[config.mk]
export PLATFORM = sky130hd
export DESIGN_NAME = psc_strap_config
export DESIGN_NICKNAME = d
export VERILOG_FILES = /design/src/psc_pkg.sv /design/src/psc_strap_config.sv
export SDC_FILE = /design/constraint.sdc
export NUM_CORES = 1
export LEC_CHECK = 0
export BUFFER_PORTS_ARGS = -buffer_cell sky130_fd_sc_hd__buf_2
export CAP_MARGIN = 30
export CORE_MARGIN = 3
export CORE_UTILIZATION = 45
export DETAILED_ROUTE_END_ITERATION = 16
export PLACE_DENSITY = 0.69
export REMOVE_ABC_BUFFERS = 1
export SLEW_MARGIN = 20
export SYNTH_ARGS = -nofsm -noshare
export SYNTH_HDL_FRONTEND = slang
export SYNTH_SLANG_ARGS = --single-unit
[constraint.sdc]
create_clock -name aclk -period 2.1 [get_ports aclk]
set_clock_uncertainty 0.1 [all_clocks]
set_input_delay 0.105 -clock aclk [delete_from_list [all_inputs] [get_ports aclk]]
set_output_delay 0.105 -clock aclk [all_outputs]
set_load 0.02 [all_outputs]
[src/psc_pkg.sv]
package psc_pkg;
    // register byte offsets
    localparam logic [7:0] REG_CONFIG = 8'h00;
    localparam logic [7:0] REG_STATUS = 8'h04;
    localparam logic [7:0] REG_WAIT = 8'h08;
    localparam logic [7:0] REG_CTRL = 8'h0c;
    // config register fields
    localparam int CFG_ADDR_LSB = 0;
    localparam int CFG_SLOT_LSB = 8;
    localparam int CFG_NODES_LSB = 16;
    localparam int CFG_ARB_OFF_BIT = 24;
    localparam int CFG_HDR_EXT_BIT = 25;
    localparam int CFG_ACK_EXT_BIT = 26;
    // status register fields
    localparam int ST_UNINIT_BIT = 0;
    localparam int ST_ERR_BIT = 1;
    localparam int ST_CMP_BIT = 2;
    localparam int ST_RANGE_BIT = 3;
    localparam int ST_SLOT_BIT = 4;
    localparam int ST_LOADED_BIT = 5;
    // ctrl register fields
    localparam int CTRL_SKIP_BIT = 0;
    localparam int CTRL_SKIP_RESET = 0;
    // node address limits
    localparam logic [7:0] ADDR_MAX = 8'hdf;
    // boot wait
    localparam int BOOT_STEP_S = 100;
    localparam int BOOT_MAX_S = 1500;
    localparam int CLK_HZ = 100000000;
    localparam longint SEC_CYCLES = longint'(CLK_HZ);
    // node counts
    localparam logic [7:0] NODES_16 = 8'h10;
    localparam logic [7:0] NODES_32 = 8'h20;
    localparam logic [7:0] NODES_64 = 8'h40;
    localparam logic [7:0] NODES_128 = 8'h80;
    // quiet slot counts
    localparam logic [5:0] SLOT_7 = 6'h07;
    localparam logic [5:0] SLOT_10 = 6'h0a;
    localparam logic [5:0] SLOT_14 = 6'h0e;
    localparam logic [5:0] SLOT_16 = 6'h10;
    localparam logic [5:0] SLOT_21 = 6'h15;
    localparam logic [5:0] SLOT_25 = 6'h19;
    localparam logic [5:0] SLOT_32 = 6'h20;
    // axi responses
    localparam logic [1:0] RESP_OKAY = 2'h0;
    localparam logic [1:0] RESP_SLVERR = 2'h2;
    typedef enum logic [1:0] {
        PSC_SETTLE,
        PSC_UNINIT,
        PSC_READY,
        PSC_FAULT
    } psc_state_type;
endpackage : psc_pkg

[src/psc_strap_config.sv]
// Our own choices: the placing of the registers and the AXI4-Lite slave port.
`timescale 1ns/10ps
// Overview of operation
// - address straps weight bit 7 down to 0
// - addresses above 223 are invalid
// - stay uninitialized for selected boot wait
// - four boot straps select 1500 down to 0
// - arbitration-disable strap bypasses arbitration
// - header-extension strap lengthens sync header
// - delta straps pick quiet slot count
// - two straps pick 16 to 128 nodes
// - ack-extension strap lengthens ack timeout
module psc_strap_config #(
    parameter longint SEC_CYCLES = psc_pkg::SEC_CYCLES,
    parameter logic [7:0] HDR_SYNC_NORMAL = 8'h04,
    parameter logic [7:0] HDR_SYNC_EXT = 8'h08,
    parameter logic [15:0] ACK_TMO_NORMAL = 16'h0100,
    parameter logic [15:0] ACK_TMO_EXT = 16'h0400,
    parameter int SLOT_HIGH_BIT = 2
) (
    input wire logic aclk,
    input wire logic aresetn,
    input wire logic [7:0] strap_addr,
    input wire logic [7:0] strap_addr_cmp,
    input wire logic [3:0] strap_boot,
    input wire logic strap_arb_off,
    input wire logic strap_hdr_ext,
    input wire logic [2:0] strap_delta,
    input wire logic [1:0] strap_nodes,
    input wire logic strap_ack_ext,
    output logic [7:0] node_address,
    output logic address_valid,
    output logic uninitialized_link_state,
    output logic config_error,
    output logic arbitration_bypass,
    output logic [7:0] header_sync_count,
    output logic [5:0] quiet_slot_count,
    output logic [7:0] arb_node_count,
    output logic [15:0] ack_timeout,
    input wire logic [7:0] s_axi_awaddr,
    input wire logic s_axi_awvalid,
    output logic s_axi_awready,
    input wire logic [31:0] s_axi_wdata,
    input wire logic [3:0] s_axi_wstrb,
    input wire logic s_axi_wvalid,
    output logic s_axi_wready,
    output logic [1:0] s_axi_bresp,
    output logic s_axi_bvalid,
    input wire logic s_axi_bready,
    input wire logic [7:0] s_axi_araddr,
    input wire logic s_axi_arvalid,
    output logic s_axi_arready,
    output logic [31:0] s_axi_rdata,
    output logic [1:0] s_axi_rresp,
    output logic s_axi_rvalid,
    input wire logic s_axi_rready
);
    localparam int NS = 28;
    // boot wait in seconds from the four straps, msb is first strap
    function automatic logic [10:0] boot_secs(input logic [3:0] s);
        logic [3:0] step;
        step = 4'h0;
        case (s)
            4'h0: step = 4'h0;
            4'h1: step = 4'h1;
            4'h3: step = 4'h2;
            4'h2: step = 4'h3;
            4'h4: step = 4'h4;
            4'h5: step = 4'h5;
            4'h6: step = 4'h6;
            4'h7: step = 4'h7;
            4'h8: step = 4'h8;
            4'h9: step = 4'h9;
            4'ha: step = 4'ha;
            4'hb: step = 4'hb;
            4'hc: step = 4'hc;
            4'hd: step = 4'hd;
            4'he: step = 4'he;
            default: step = 4'hf;
        endcase
        boot_secs = 11'(psc_pkg::BOOT_MAX_S - int'(step) *
            psc_pkg::BOOT_STEP_S);
    endfunction : boot_secs

    // synchronisers for all straps
    logic [NS-1:0] raw;
    logic [NS-1:0] sync1;
    logic [NS-1:0] sync2;
    logic [NS-1:0] samp;
    assign raw = {strap_addr, strap_addr_cmp, strap_boot, strap_arb_off,
        strap_hdr_ext, strap_delta, strap_nodes, strap_ack_ext};
    always_ff @(posedge aclk) begin
        if (!aresetn) begin
            sync1 <= '0;
            sync2 <= '0;
        end else begin
            sync1 <= raw;
            sync2 <= sync1;
        end
    end

    psc_pkg::psc_state_type state;
    psc_pkg::psc_state_type next_state;
    logic [1:0] settle;
    logic [1:0] next_settle;
    logic [10:0] secs_left;
    logic [10:0] next_secs_left;
    logic [31:0] tick;
    logic [31:0] next_tick;
    logic [NS-1:0] next_samp;
    logic loaded;
    logic next_loaded;
    logic skip_wait;
    logic next_skip_wait;

    logic [7:0] s_addr;
    logic [7:0] s_cmp;
    logic [2:0] s_delta;
    logic [1:0] s_nodes;
    logic s_arb;
    logic s_hdr;
    logic s_ack;
    logic err_cmp;
    logic err_range;
    logic err_slot;
    // boot straps sit in samp[11:8] and are only read at the latch
    assign s_addr = samp[27:20];
    assign s_cmp = samp[19:12];
    assign s_arb = samp[7];
    assign s_hdr = samp[6];
    assign s_delta = samp[5:3];
    assign s_nodes = samp[2:1];
    assign s_ack = samp[0];
    assign err_cmp = loaded && (s_cmp != s_addr);
    assign err_range = loaded && (s_addr > psc_pkg::ADDR_MAX);
    assign err_slot = loaded && (s_delta == 3'h7);

    always_comb begin
        next_state = state;
        next_settle = settle;
        next_secs_left = secs_left;
        next_tick = tick;
        next_samp = samp;
        next_loaded = loaded;
        case (state)
            psc_pkg::PSC_SETTLE: begin
                // wait for synchronisers to fill, then latch straps
                next_settle = settle + 2'h1;
                if (settle == 2'h3) begin
                    next_samp = sync2;
                    next_loaded = 1'b1;
                    next_secs_left = boot_secs(sync2[11:8]);
                    next_tick = 32'h0;
                    next_state = psc_pkg::PSC_UNINIT;
                end
            end
            psc_pkg::PSC_UNINIT: begin
                if (err_cmp || err_range || err_slot) begin
                    next_state = psc_pkg::PSC_FAULT;
                end else if (secs_left == 11'h0 || skip_wait) begin
                    next_state = psc_pkg::PSC_READY;
                end else if (tick == 32'(SEC_CYCLES - 1)) begin
                    next_tick = 32'h0;
                    next_secs_left = secs_left - 11'h1;
                end else begin
                    next_tick = tick + 32'h1;
                end
            end
            psc_pkg::PSC_READY: next_state = psc_pkg::PSC_READY;
            psc_pkg::PSC_FAULT: next_state = psc_pkg::PSC_FAULT;
            default: next_state = psc_pkg::PSC_SETTLE;
        endcase
    end

    always_ff @(posedge aclk) begin
        if (!aresetn) begin
            state <= psc_pkg::PSC_SETTLE;
            settle <= 2'h0;
            secs_left <= 11'h0;
            tick <= 32'h0;
            samp <= '0;
            loaded <= 1'b0;
        end else begin
            state <= next_state;
            settle <= next_settle;
            secs_left <= next_secs_left;
            tick <= next_tick;
            samp <= next_samp;
            loaded <= next_loaded;
        end
    end

    // decoded outputs, registered
    logic [5:0] next_slot;
    logic [7:0] next_nodes;
    always_comb begin
        case ({s_delta[SLOT_HIGH_BIT], s_delta[1:0]})
            3'h0: next_slot = psc_pkg::SLOT_7;
            3'h1: next_slot = psc_pkg::SLOT_10;
            3'h2: next_slot = psc_pkg::SLOT_14;
            3'h3: next_slot = psc_pkg::SLOT_16;
            3'h4: next_slot = psc_pkg::SLOT_21;
            3'h5: next_slot = psc_pkg::SLOT_25;
            3'h6: next_slot = psc_pkg::SLOT_32;
            default: next_slot = psc_pkg::SLOT_7;
        endcase
        case (s_nodes)
            2'h0: next_nodes = psc_pkg::NODES_16;
            2'h1: next_nodes = psc_pkg::NODES_32;
            2'h2: next_nodes = psc_pkg::NODES_64;
            default: next_nodes = psc_pkg::NODES_128;
        endcase
    end

    always_ff @(posedge aclk) begin
        if (!aresetn) begin
            node_address <= 8'h00;
            address_valid <= 1'b0;
            uninitialized_link_state <= 1'b1;
            config_error <= 1'b0;
            arbitration_bypass <= 1'b0;
            header_sync_count <= HDR_SYNC_NORMAL;
            quiet_slot_count <= psc_pkg::SLOT_7;
            arb_node_count <= psc_pkg::NODES_16;
            ack_timeout <= ACK_TMO_NORMAL;
        end else begin
            node_address <= s_addr;
            address_valid <= loaded && !err_cmp && !err_range;
            uninitialized_link_state <= (next_state !=
                psc_pkg::PSC_READY);
            config_error <= (next_state == psc_pkg::PSC_FAULT);
            arbitration_bypass <= s_arb;
            header_sync_count <= s_hdr ? HDR_SYNC_EXT :
                HDR_SYNC_NORMAL;
            quiet_slot_count <= next_slot;
            arb_node_count <= next_nodes;
            ack_timeout <= s_ack ? ACK_TMO_EXT : ACK_TMO_NORMAL;
        end
    end

    // axi4-lite slave, answers one cycle after both halves are taken
    logic aw_held;
    logic next_aw_held;
    logic w_held;
    logic next_w_held;
    logic [7:0] aw_addr;
    logic [7:0] next_aw_addr;
    logic [31:0] w_data;
    logic [31:0] next_w_data;
    logic [3:0] w_strb;
    logic [3:0] next_w_strb;
    logic next_bvalid;
    logic [1:0] next_bresp;
    logic next_rvalid;
    logic [1:0] next_rresp;
    logic [31:0] next_rdata;
    logic [31:0] cfg_word;
    logic [31:0] st_word;
    assign s_axi_awready = !aw_held && !s_axi_bvalid;
    assign s_axi_wready = !w_held && !s_axi_bvalid;
    assign s_axi_arready = !s_axi_rvalid;
    always_comb begin
        cfg_word = 32'h0;
        cfg_word[psc_pkg::CFG_ADDR_LSB +: 8] = node_address;
        cfg_word[psc_pkg::CFG_SLOT_LSB +: 6] = quiet_slot_count;
        cfg_word[psc_pkg::CFG_NODES_LSB +: 8] = arb_node_count;
        cfg_word[psc_pkg::CFG_ARB_OFF_BIT] = arbitration_bypass;
        cfg_word[psc_pkg::CFG_HDR_EXT_BIT] = s_hdr;
        cfg_word[psc_pkg::CFG_ACK_EXT_BIT] = s_ack;
        st_word = 32'h0;
        st_word[psc_pkg::ST_UNINIT_BIT] = uninitialized_link_state;
        st_word[psc_pkg::ST_ERR_BIT] = config_error;
        st_word[psc_pkg::ST_CMP_BIT] = err_cmp;
        st_word[psc_pkg::ST_RANGE_BIT] = err_range;
        st_word[psc_pkg::ST_SLOT_BIT] = err_slot;
        st_word[psc_pkg::ST_LOADED_BIT] = loaded;
    end
    always_comb begin
        next_aw_held = aw_held;
        next_w_held = w_held;
        next_aw_addr = aw_addr;
        next_w_data = w_data;
        next_w_strb = w_strb;
        next_bvalid = s_axi_bvalid;
        next_bresp = s_axi_bresp;
        next_skip_wait = skip_wait;
        next_rvalid = s_axi_rvalid;
        next_rresp = s_axi_rresp;
        next_rdata = s_axi_rdata;
        if (s_axi_awvalid && s_axi_awready) begin
            next_aw_held = 1'b1;
            next_aw_addr = s_axi_awaddr;
        end
        if (s_axi_wvalid && s_axi_wready) begin
            next_w_held = 1'b1;
            next_w_data = s_axi_wdata;
            next_w_strb = s_axi_wstrb;
        end
        if (aw_held && w_held) begin
            next_aw_held = 1'b0;
            next_w_held = 1'b0;
            next_bvalid = 1'b1;
            next_bresp = psc_pkg::RESP_OKAY;
            if ({aw_addr[7:2], 2'h0} == psc_pkg::REG_CTRL) begin
                if (w_strb[0]) begin
                    next_skip_wait = w_data[psc_pkg::CTRL_SKIP_BIT];
                end
            end else if ({aw_addr[7:2], 2'h0} != psc_pkg::REG_CONFIG &&
                {aw_addr[7:2], 2'h0} != psc_pkg::REG_STATUS &&
                {aw_addr[7:2], 2'h0} != psc_pkg::REG_WAIT) begin
                next_bresp = psc_pkg::RESP_SLVERR;
            end
        end else if (s_axi_bvalid && s_axi_bready) begin
            next_bvalid = 1'b0;
        end
        if (s_axi_arvalid && s_axi_arready) begin
            next_rvalid = 1'b1;
            next_rresp = psc_pkg::RESP_OKAY;
            case ({s_axi_araddr[7:2], 2'h0})
                psc_pkg::REG_CONFIG: next_rdata = cfg_word;
                psc_pkg::REG_STATUS: next_rdata = st_word;
                psc_pkg::REG_WAIT: next_rdata = {21'h0, secs_left};
                psc_pkg::REG_CTRL: next_rdata = {31'h0, skip_wait};
                default: begin
                    next_rdata = 32'h0;
                    next_rresp = psc_pkg::RESP_SLVERR;
                end
            endcase
        end else if (s_axi_rvalid && s_axi_rready) begin
            next_rvalid = 1'b0;
        end
    end
    always_ff @(posedge aclk) begin
        if (!aresetn) begin
            aw_held <= 1'b0;
            w_held <= 1'b0;
            aw_addr <= 8'h00;
            w_data <= 32'h0;
            w_strb <= 4'h0;
            s_axi_bvalid <= 1'b0;
            s_axi_bresp <= psc_pkg::RESP_OKAY;
            skip_wait <= 1'(psc_pkg::CTRL_SKIP_RESET);
            s_axi_rvalid <= 1'b0;
            s_axi_rresp <= psc_pkg::RESP_OKAY;
            s_axi_rdata <= 32'h0;
        end else begin
            aw_held <= next_aw_held;
            w_held <= next_w_held;
            aw_addr <= next_aw_addr;
            w_data <= next_w_data;
            w_strb <= next_w_strb;
            s_axi_bvalid <= next_bvalid;
            s_axi_bresp <= next_bresp;
            skip_wait <= next_skip_wait;
            s_axi_rvalid <= next_rvalid;
            s_axi_rresp <= next_rresp;
            s_axi_rdata <= next_rdata;
        end
    end

    // assertions
    property p_addr_follows;
        @(posedge aclk) disable iff (!aresetn)
        loaded |=> node_address == $past(s_addr);
    endproperty
    a_addr_follows: assert property (p_addr_follows)
        else $error("node address does not follow straps");
    property p_range_bad;
        @(posedge aclk) disable iff (!aresetn)
        (loaded && s_addr > psc_pkg::ADDR_MAX) |=> !address_valid;
    endproperty
    a_range_bad: assert property (p_range_bad)
        else $error("address above 223 marked valid");
    property p_cmp_bad;
        @(posedge aclk) disable iff (!aresetn)
        (state == psc_pkg::PSC_UNINIT && err_cmp) |=> ##1 config_error;
    endproperty
    a_cmp_bad: assert property (p_cmp_bad)
        else $error("complement mismatch not flagged");
    property p_hold_uninit;
        @(posedge aclk) disable iff (!aresetn)
        (state == psc_pkg::PSC_UNINIT && secs_left != 11'h0 && !skip_wait)
            |=> uninitialized_link_state;
    endproperty
    a_hold_uninit: assert property (p_hold_uninit)
        else $error("left uninitialized state early");
    property p_fault_holds;
        @(posedge aclk) disable iff (!aresetn)
        config_error |=> config_error && uninitialized_link_state;
    endproperty
    a_fault_holds: assert property (p_fault_holds)
        else $error("fault state not held");
    property p_boot_load;
        @(posedge aclk) disable iff (!aresetn)
        (state == psc_pkg::PSC_SETTLE && settle == 2'h3 &&
            sync2[11:8] == 4'h0) |=>
            secs_left == 11'(psc_pkg::BOOT_MAX_S);
    endproperty
    a_boot_load: assert property (p_boot_load)
        else $error("default boot wait not 1500");
    property p_nodes;
        @(posedge aclk) disable iff (!aresetn)
        (loaded && s_nodes == 2'h2) |=> arb_node_count == psc_pkg::NODES_64;
    endproperty
    a_nodes: assert property (p_nodes)
        else $error("node count wrong");
    property p_bypass;
        @(posedge aclk) disable iff (!aresetn)
        $rose(s_arb) |=> arbitration_bypass;
    endproperty
    a_bypass: assert property (p_bypass)
        else $error("bypass not applied");
    property p_ack;
        @(posedge aclk) disable iff (!aresetn)
        s_ack |=> ack_timeout == ACK_TMO_EXT;
    endproperty
    a_ack: assert property (p_ack)
        else $error("ack extension not applied");
    property p_slot_bad;
        @(posedge aclk) disable iff (!aresetn)
        (state == psc_pkg::PSC_UNINIT && err_slot) |=> ##1 config_error;
    endproperty
    a_slot_bad: assert property (p_slot_bad)
        else $error("illegal slot straps not flagged");
    c_ready: cover property (@(posedge aclk) disable iff (!aresetn)
        $fell(uninitialized_link_state));
    c_fault: cover property (@(posedge aclk) disable iff (!aresetn)
        $rose(config_error));
    c_read: cover property (@(posedge aclk) disable iff (!aresetn)
        s_axi_rvalid && s_axi_rready);
endmodule : psc_strap_config

## After elaboration in Yosys (flattened, before gate mapping)

Memories as Yosys holds them, arrays and structs flattened. A register that Yosys moved wholly into a read port is not among the register bits.
Cells that the tools add are included.

| operators by class | value |
|---|---|
| add/sub/neg operators | 4 |
| multiply operators | 1 |
| divide/modulo/power cells | 0 |
| magnitude comparators | 1 |
| equal/unequal tests | 27 |
| shifts and indexed selects | 0 |
| mux-type cells | 29 |
| bitwise operators | 1 |
| reductions and logical operators | 38 |

Operators with widths:

| kind | number |
|---|---|
| 2-to-1 mux 32 bit | 4 |
| case mux 27 bit (4 select lines) | 1 |
| case mux 32 bit (2 select lines) | 1 |
| 2-to-1 mux 11 bit | 5 |
| case mux 6 bit (6 select lines) | 1 |
| adder 32 x 1 -> 32 bit (second input constant) | 1 |
| equality test 32 x 27 -> 1 bit (second input constant) | 1 |
| case mux 8 bit (3 select lines) | 1 |
| case mux 11 bit (2 select lines) | 1 |
| equality test 6 x 2 -> 1 bit (second input constant) | 3 |
| 2-to-1 mux 4 bit | 4 |
| logical AND 1 bit | 15 |
| equality test 3 bit (second input constant) | 4 |
| 2-to-1 mux 2 bit | 6 |
| logical NOT 11 bit | 1 |
| subtractor 11 x 1 -> 11 bit (second input constant) | 1 |
| subtractor 11 bit (first input constant) | 1 |
| equality test 2 bit (second input constant) | 5 |
| != test 2 bit (second input constant) | 5 |
| multiplier 4 x 5 -> 9 bit (second input constant) | 1 |
| > comparator 8 bit (second input constant) | 1 |
| != test 8 bit | 1 |
| case mux 2 bit (4 select lines) | 1 |
| equality test 3 x 2 -> 1 bit (second input constant) | 2 |
| 20 further kinds | 34 |

| word-level totals | value |
|---|---|
| register bits after elaboration | 233 |
| latch bits | 0 |
| bits in writable memories | 0 |
| bits in read-only memories | 64 |
| input bits | 87 |
| word-level logic and storage cells | 130 |
| memories kept | 1 |

Memories:

| memory | words | bits a word | read ports | clocked after memory_dff | write ports | RTL line | source |
|---|---|---|---|---|---|---|---|
| (name not given) | 16 | 4 | 1 | 1 | 0 | psc_strap_config.sv:63 | `case (s)` |

## Longest topological paths before layout

| depth | value |
|---|---|
| word-level depth | 7 |
| mapped depth | 11 |
| depth with buffers taken out | 11 |

## Worst setup path before layout

No wires, ideal clock.

| timing | value |
|---|---|
| path kind | reg-to-reg |
| start point | register samp[27] |
| end point | register tick[27] |
| arrival time | 2,142 ps |
| required time | 1,916 ps |
| setup slack | -226 ps |
| stages on the path, launching flop included | 8 |
| cells stage by stage | dfxtp_1 > xnor2_1 > nand2_1 > o41a_1 > or3_1 > buf_6 > or4_4 > o31ai_2 |

| on the way | value |
|---|---|
| longest elaborated chain between the ends | 6 |
| elaborated cells on any way between the ends | 8 |
| classes of those cells | 1 x order compare; 2 x eq/ne; 5 x reduce/logical |

RTL lines:

| element | RTL line | source |
|---|---|---|
| from (decl) | psc_strap_config.sv:89 | `logic [NS-1:0] samp;` |
| from (signal assigned) | psc_strap_config.sv:188 | `samp <= next_samp;` |
| > comparator 8 bit or != test 8 bit (tied branches) | psc_strap_config.sv:135, psc_strap_config.sv:134 |  |
| logical AND 1 bit, on equally long branches | psc_strap_config.sv:135, psc_strap_config.sv:134 |  |
| logical OR 1 bit * (2 in a row) | psc_strap_config.sv:158 | `if (err_cmp \|\| err_range \|\| err_slot) begin` |
| != test 2 bit (no source line) * | n/a |  |
| AND reduction 4 bit (no source line) * | n/a |  |
| to (signal assigned) | psc_strap_config.sv:187 | `tick <= next_tick;` |
| to (decl) | psc_strap_config.sv:108 | `logic [31:0] tick;` |

Mark *: on every way between the ends. The rest lies on a longest branch, timed or not.
A chain may end at the register's enable or synchronous reset.

## Final worst setup path

| timing | value |
|---|---|
| start point | register samp[19] |
| end point | register tick[6] |

| on the way | value |
|---|---|
| longest elaborated chain between the ends | 6 |

RTL lines:

| element | RTL line | source |
|---|---|---|
| != test 8 bit | psc_strap_config.sv:134 | `assign err_cmp = loaded && (s_cmp != s_addr);` |
| logical AND 1 bit | psc_strap_config.sv:134 |  |
| logical OR 1 bit (2 in a row) | psc_strap_config.sv:158 |  |
| != test 2 bit (no source line) | n/a |  |
| AND reduction 4 bit (no source line) | n/a |  |

Every way passes these cells.

==> metrics <==
Post-Syn Area per Cell=8.94 sq um; final wirelength=21200 um; worst slew pin tran=569 ps; Netlist Area Pre-Place=7950 sq um; final net count=1242; DP HPWL=13000 um; cts bufs inserted=17; drt drc=0; Starting DRT DRC Count=576; mean routed wirelength per cell=15.5 um; worst hold path class=input port to register; synth warn=0; leak pwr=4.93 nW; final hold slack=15.5 ps; ant diodes=0; met3 usage=4.69%; Final period util=111%; Die Wd=139 um; Slew HR=61.7%; vias in the first global route=6804; final worst path period need=2330 ps; MaxCap Viol Count=0; sequential area share after synthesis=47.8%; Final WS setup=-231 ps; detailed-router iteration count before antenna repair=5; via density per instance=5.22; clock slew at reported path FFs=70 ps; Core Rows=47; CORE AREA=16900 sq um; Place WS=-377 ps; Clk Latency, worst-skew pair=430 ps; synth unique cells=62; RSZ-0062 raised after global routing=yes; Crit path arrival time=2590 ps; Max clock buf depth=2; most used routing layer=met2; count of final setup violators=40; grt met2 use=34.3%; die area=19300 sq um; Die Y=139 um; Max Clock Freq=429 MHz; ys flop type=dfxtp_1; met1 global-route usage=26.0%; Power Density=764 nW/um^2; peak supply drop=0.624 mV; #FFs+latches synth=190; first-pass GRT wire length=32900 um; delay of the slowest critical-path stage=390 ps; Critical Path Source Type=register; H-tree levels=4; CP max stage cell=or4_1; failing checks=setup timing; Critical Path, Cell by Cell=xnor2_1 -> nand2_1 -> buf_4 -> buf_6 -> o41ai_4 -> buf_4 -> a21oi_4 -> buf_8 -> or4_1 -> o22ai_1; Async SR Flop Fraction=0%; GRT Overall Usage=20.5%; Crit. End Element=register; IO buf count=102; endpoints failing hold=0; status=finished with violations; clk root buf=clkbuf_16; post-synthesis cell count=889; gpl congestion=0.881; Tot Pwr=0.00857 W; Starting Density=46.9%; total grt overflow=0; share of cells above drive strength 1=34.4%; Setup CP Type=register to register; CP Data Required Time=2360 ps; via count=7165; largest net degree at the start of global routing=71; Routed Antenna Nets=0; fill count=1318; CTS Sinks=190; Crit Path Max Fanout=6; Post-synth EDFFs=0; fin. max-slew vios=0; I/O pins=178; CTS tree=built; CP most frequent cell=buf_4; initial antenna violation count=0; Synth-to-Final Area Change=41.1%; R2R Setup Slk=-230 ps
## cell families (layout without fill, tap and decap cells)
group | Yosys count | count (layout) | share of synthesized area [%]
AO/OA/AOI/OAI | 176 | 176 | 14.9
XOR/XNOR | 18 | 18 | 1.98
adder cells (fa/ha/maj) | 15 | 15 | 2.46
buffers and inverters | 108 | 336 | 7.16
flip-flops | 190 | 190 | 47.8
multiplexers | 20 | 20 | 2.77
other | 1 | 37 | 0.0472
AND/OR/NAND/NOR | 361 | 361 | 22.9
## synthesized netlist by cell type (2+ instances only)
master	n	area (sq um)
xnor2_1	15	131
and3_1	8	50.1
o22ai_1	6	37.5
dfxtp_1	190	3800
and2_1	70	438
nand4_1	5	31.3
a22oi_1	21	158
o21ba_2	2	20.0
mux2i_1	13	130
and4_1	8	70.1
clkbuf_1	40	150
xor2_1	3	26.3
nor2b_1	5	31.3
inv_1	22	82.6
a41oi_1	2	17.5
a31oi_1	5	31.3
mux2_2	6	67.6
nand2b_1	11	68.8
buf_2	5	25.0
o211ai_1	8	60.1
o21ai_0	39	195
and2b_1	3	22.5
buf_4	37	278
nand3b_1	2	15.0
a211oi_1	3	22.5
or3_1	8	50.1
o32ai_1	2	17.5
or4_1	6	45.0
o21a_1	4	30.0
nor3b_1	3	22.5
ha_1	14	175
a21oi_1	51	255
nand3_1	20	100
nor4_1	12	75.1
nor3_1	14	70.1
nor2_1	94	353
o31ai_1	4	30.0
nand2_1	87	327
o221a_2	17	191
a21o_1	2	15.0
## final timing paths
| check | startpoint | to | cells after the start |
|---|---|---|---|
| setup / recovery | samp[19]$_SDFFE_PN0P_ | tick[6]$_SDFFE_PN0P_ | 10 |
| setup reg to reg | samp[19]$_SDFFE_PN0P_ | tick[6]$_SDFFE_PN0P_ | 10 |
| hold reg to reg | sync1[0]$_SDFF_PN0_ | sync2[0]$_SDFF_PN0_ | 1 |
| hold / removal | aresetn | tick[27]$_SDFFE_PN0P_ | 4 |
## cell usage in the layout (no fill, tap or decap), types with 5 or more instances in the layout
cell	synthesis	layout
and2_1	70	69
o221a_4	0	6
buf_4	37	109
conb_1	1	37
a21oi_2	0	9
a21oi_1	51	41
o221a_2	17	11
nand2_1	87	81
dfxtp_1	190	174
nor4_2	1	5
or4_1	6	5
a22oi_1	21	21
nor2_1	94	89
clkbuf_16	0	18
nor4_1	12	5
and3_1	8	7
nand3_1	20	19
nand4_1	5	5
mux2_2	6	6
ha_1	14	8
nand2b_4	0	7
and4_1	8	7
nor3_2	0	5
dlygate4sd3_1	0	41
o21ai_0	39	34
inv_1	22	21
o211ai_1	8	8
mux2i_1	13	13
buf_2	5	102
buf_6	1	20
dfxtp_2	0	15
a31oi_1	5	5
nor3_1	14	8
xnor2_1	15	13
## state kept, by name (all words and copies together) (netlist names), 2 cells and up, named ones only
signal / flops
ack_timeout: 2
arb_node_count: 4
aw_addr: 6
header_sync_count: 2
node_address: 8
quiet_slot_count: 6
s_axi_rdata: 21
samp: 24
secs_left: 11
settle: 2
state: 2
sync1: 28
sync2: 24
tick: 32
## through the flow
step	setup TNS, ps	util [%]	std cells	instance area [sq um]
after floorplan	-28040	-	840	7600
after global placement	-6560	55.0	1278	9320
after detailed placement	-7730	55.0	1278	9320
after CTS	-1810	63.9	1368	10800
after global routing	-8960	66.2	1373	11200
final	-5580	66.2	1373	11200
## cell type report
class / count / area, sq um / area share, %
sequential: 190 / 3830 / 34.1
timing repair buffer: 281 / 2150 / 19.2
multi-input combinational: 627 / 4260 / 38.0
inverter: 23 / 86.3 / 0.770
clock inverter: 14 / 173 / 1.54
tap: 220 / 275 / 2.45
clock buffer: 18 / 439 / 3.92
## metal layers
layer  routed length [um]  vias up
li1                     -     3522
met1                 9130     3327
met2                10400      276
met3                 1260       40
met4                  444        0
met5                    0        -
## where the power goes
group / switching (W) / total (W) / internal (W) / leakage (nW)
registers: 0.0000893 / 0.00385 / 0.00376 / 1.56
logic: 0.000762 / 0.00142 / 0.000662 / 3.07
clock network: 0.00146 / 0.00330 / 0.00183 / 0.304
## repair_timing
| action | CTS | global route |
|---|---|---|
| endpoints found under the setup margin | 43 | 47 |
| hold buffers | 41 | 0 |
| hold endpoints to repair | 40 | 0 |
| buffers inserted | 14 | 5 |
| resized for setup | 76 | 73 |
| gates cloned | 4 | 2 |
| pin swaps | 40 | 23 |
## critical path: cells and delay by family, from the launching register on
family	cells	cell delay, ps
AOI/OAI and AO/OA	3	580
DFF	1	330
and+or+nand+nor	2	490
buffers and inverters	4	600
xor gates and xnor gates	1	150
Power figures use the tool's default switching activity.
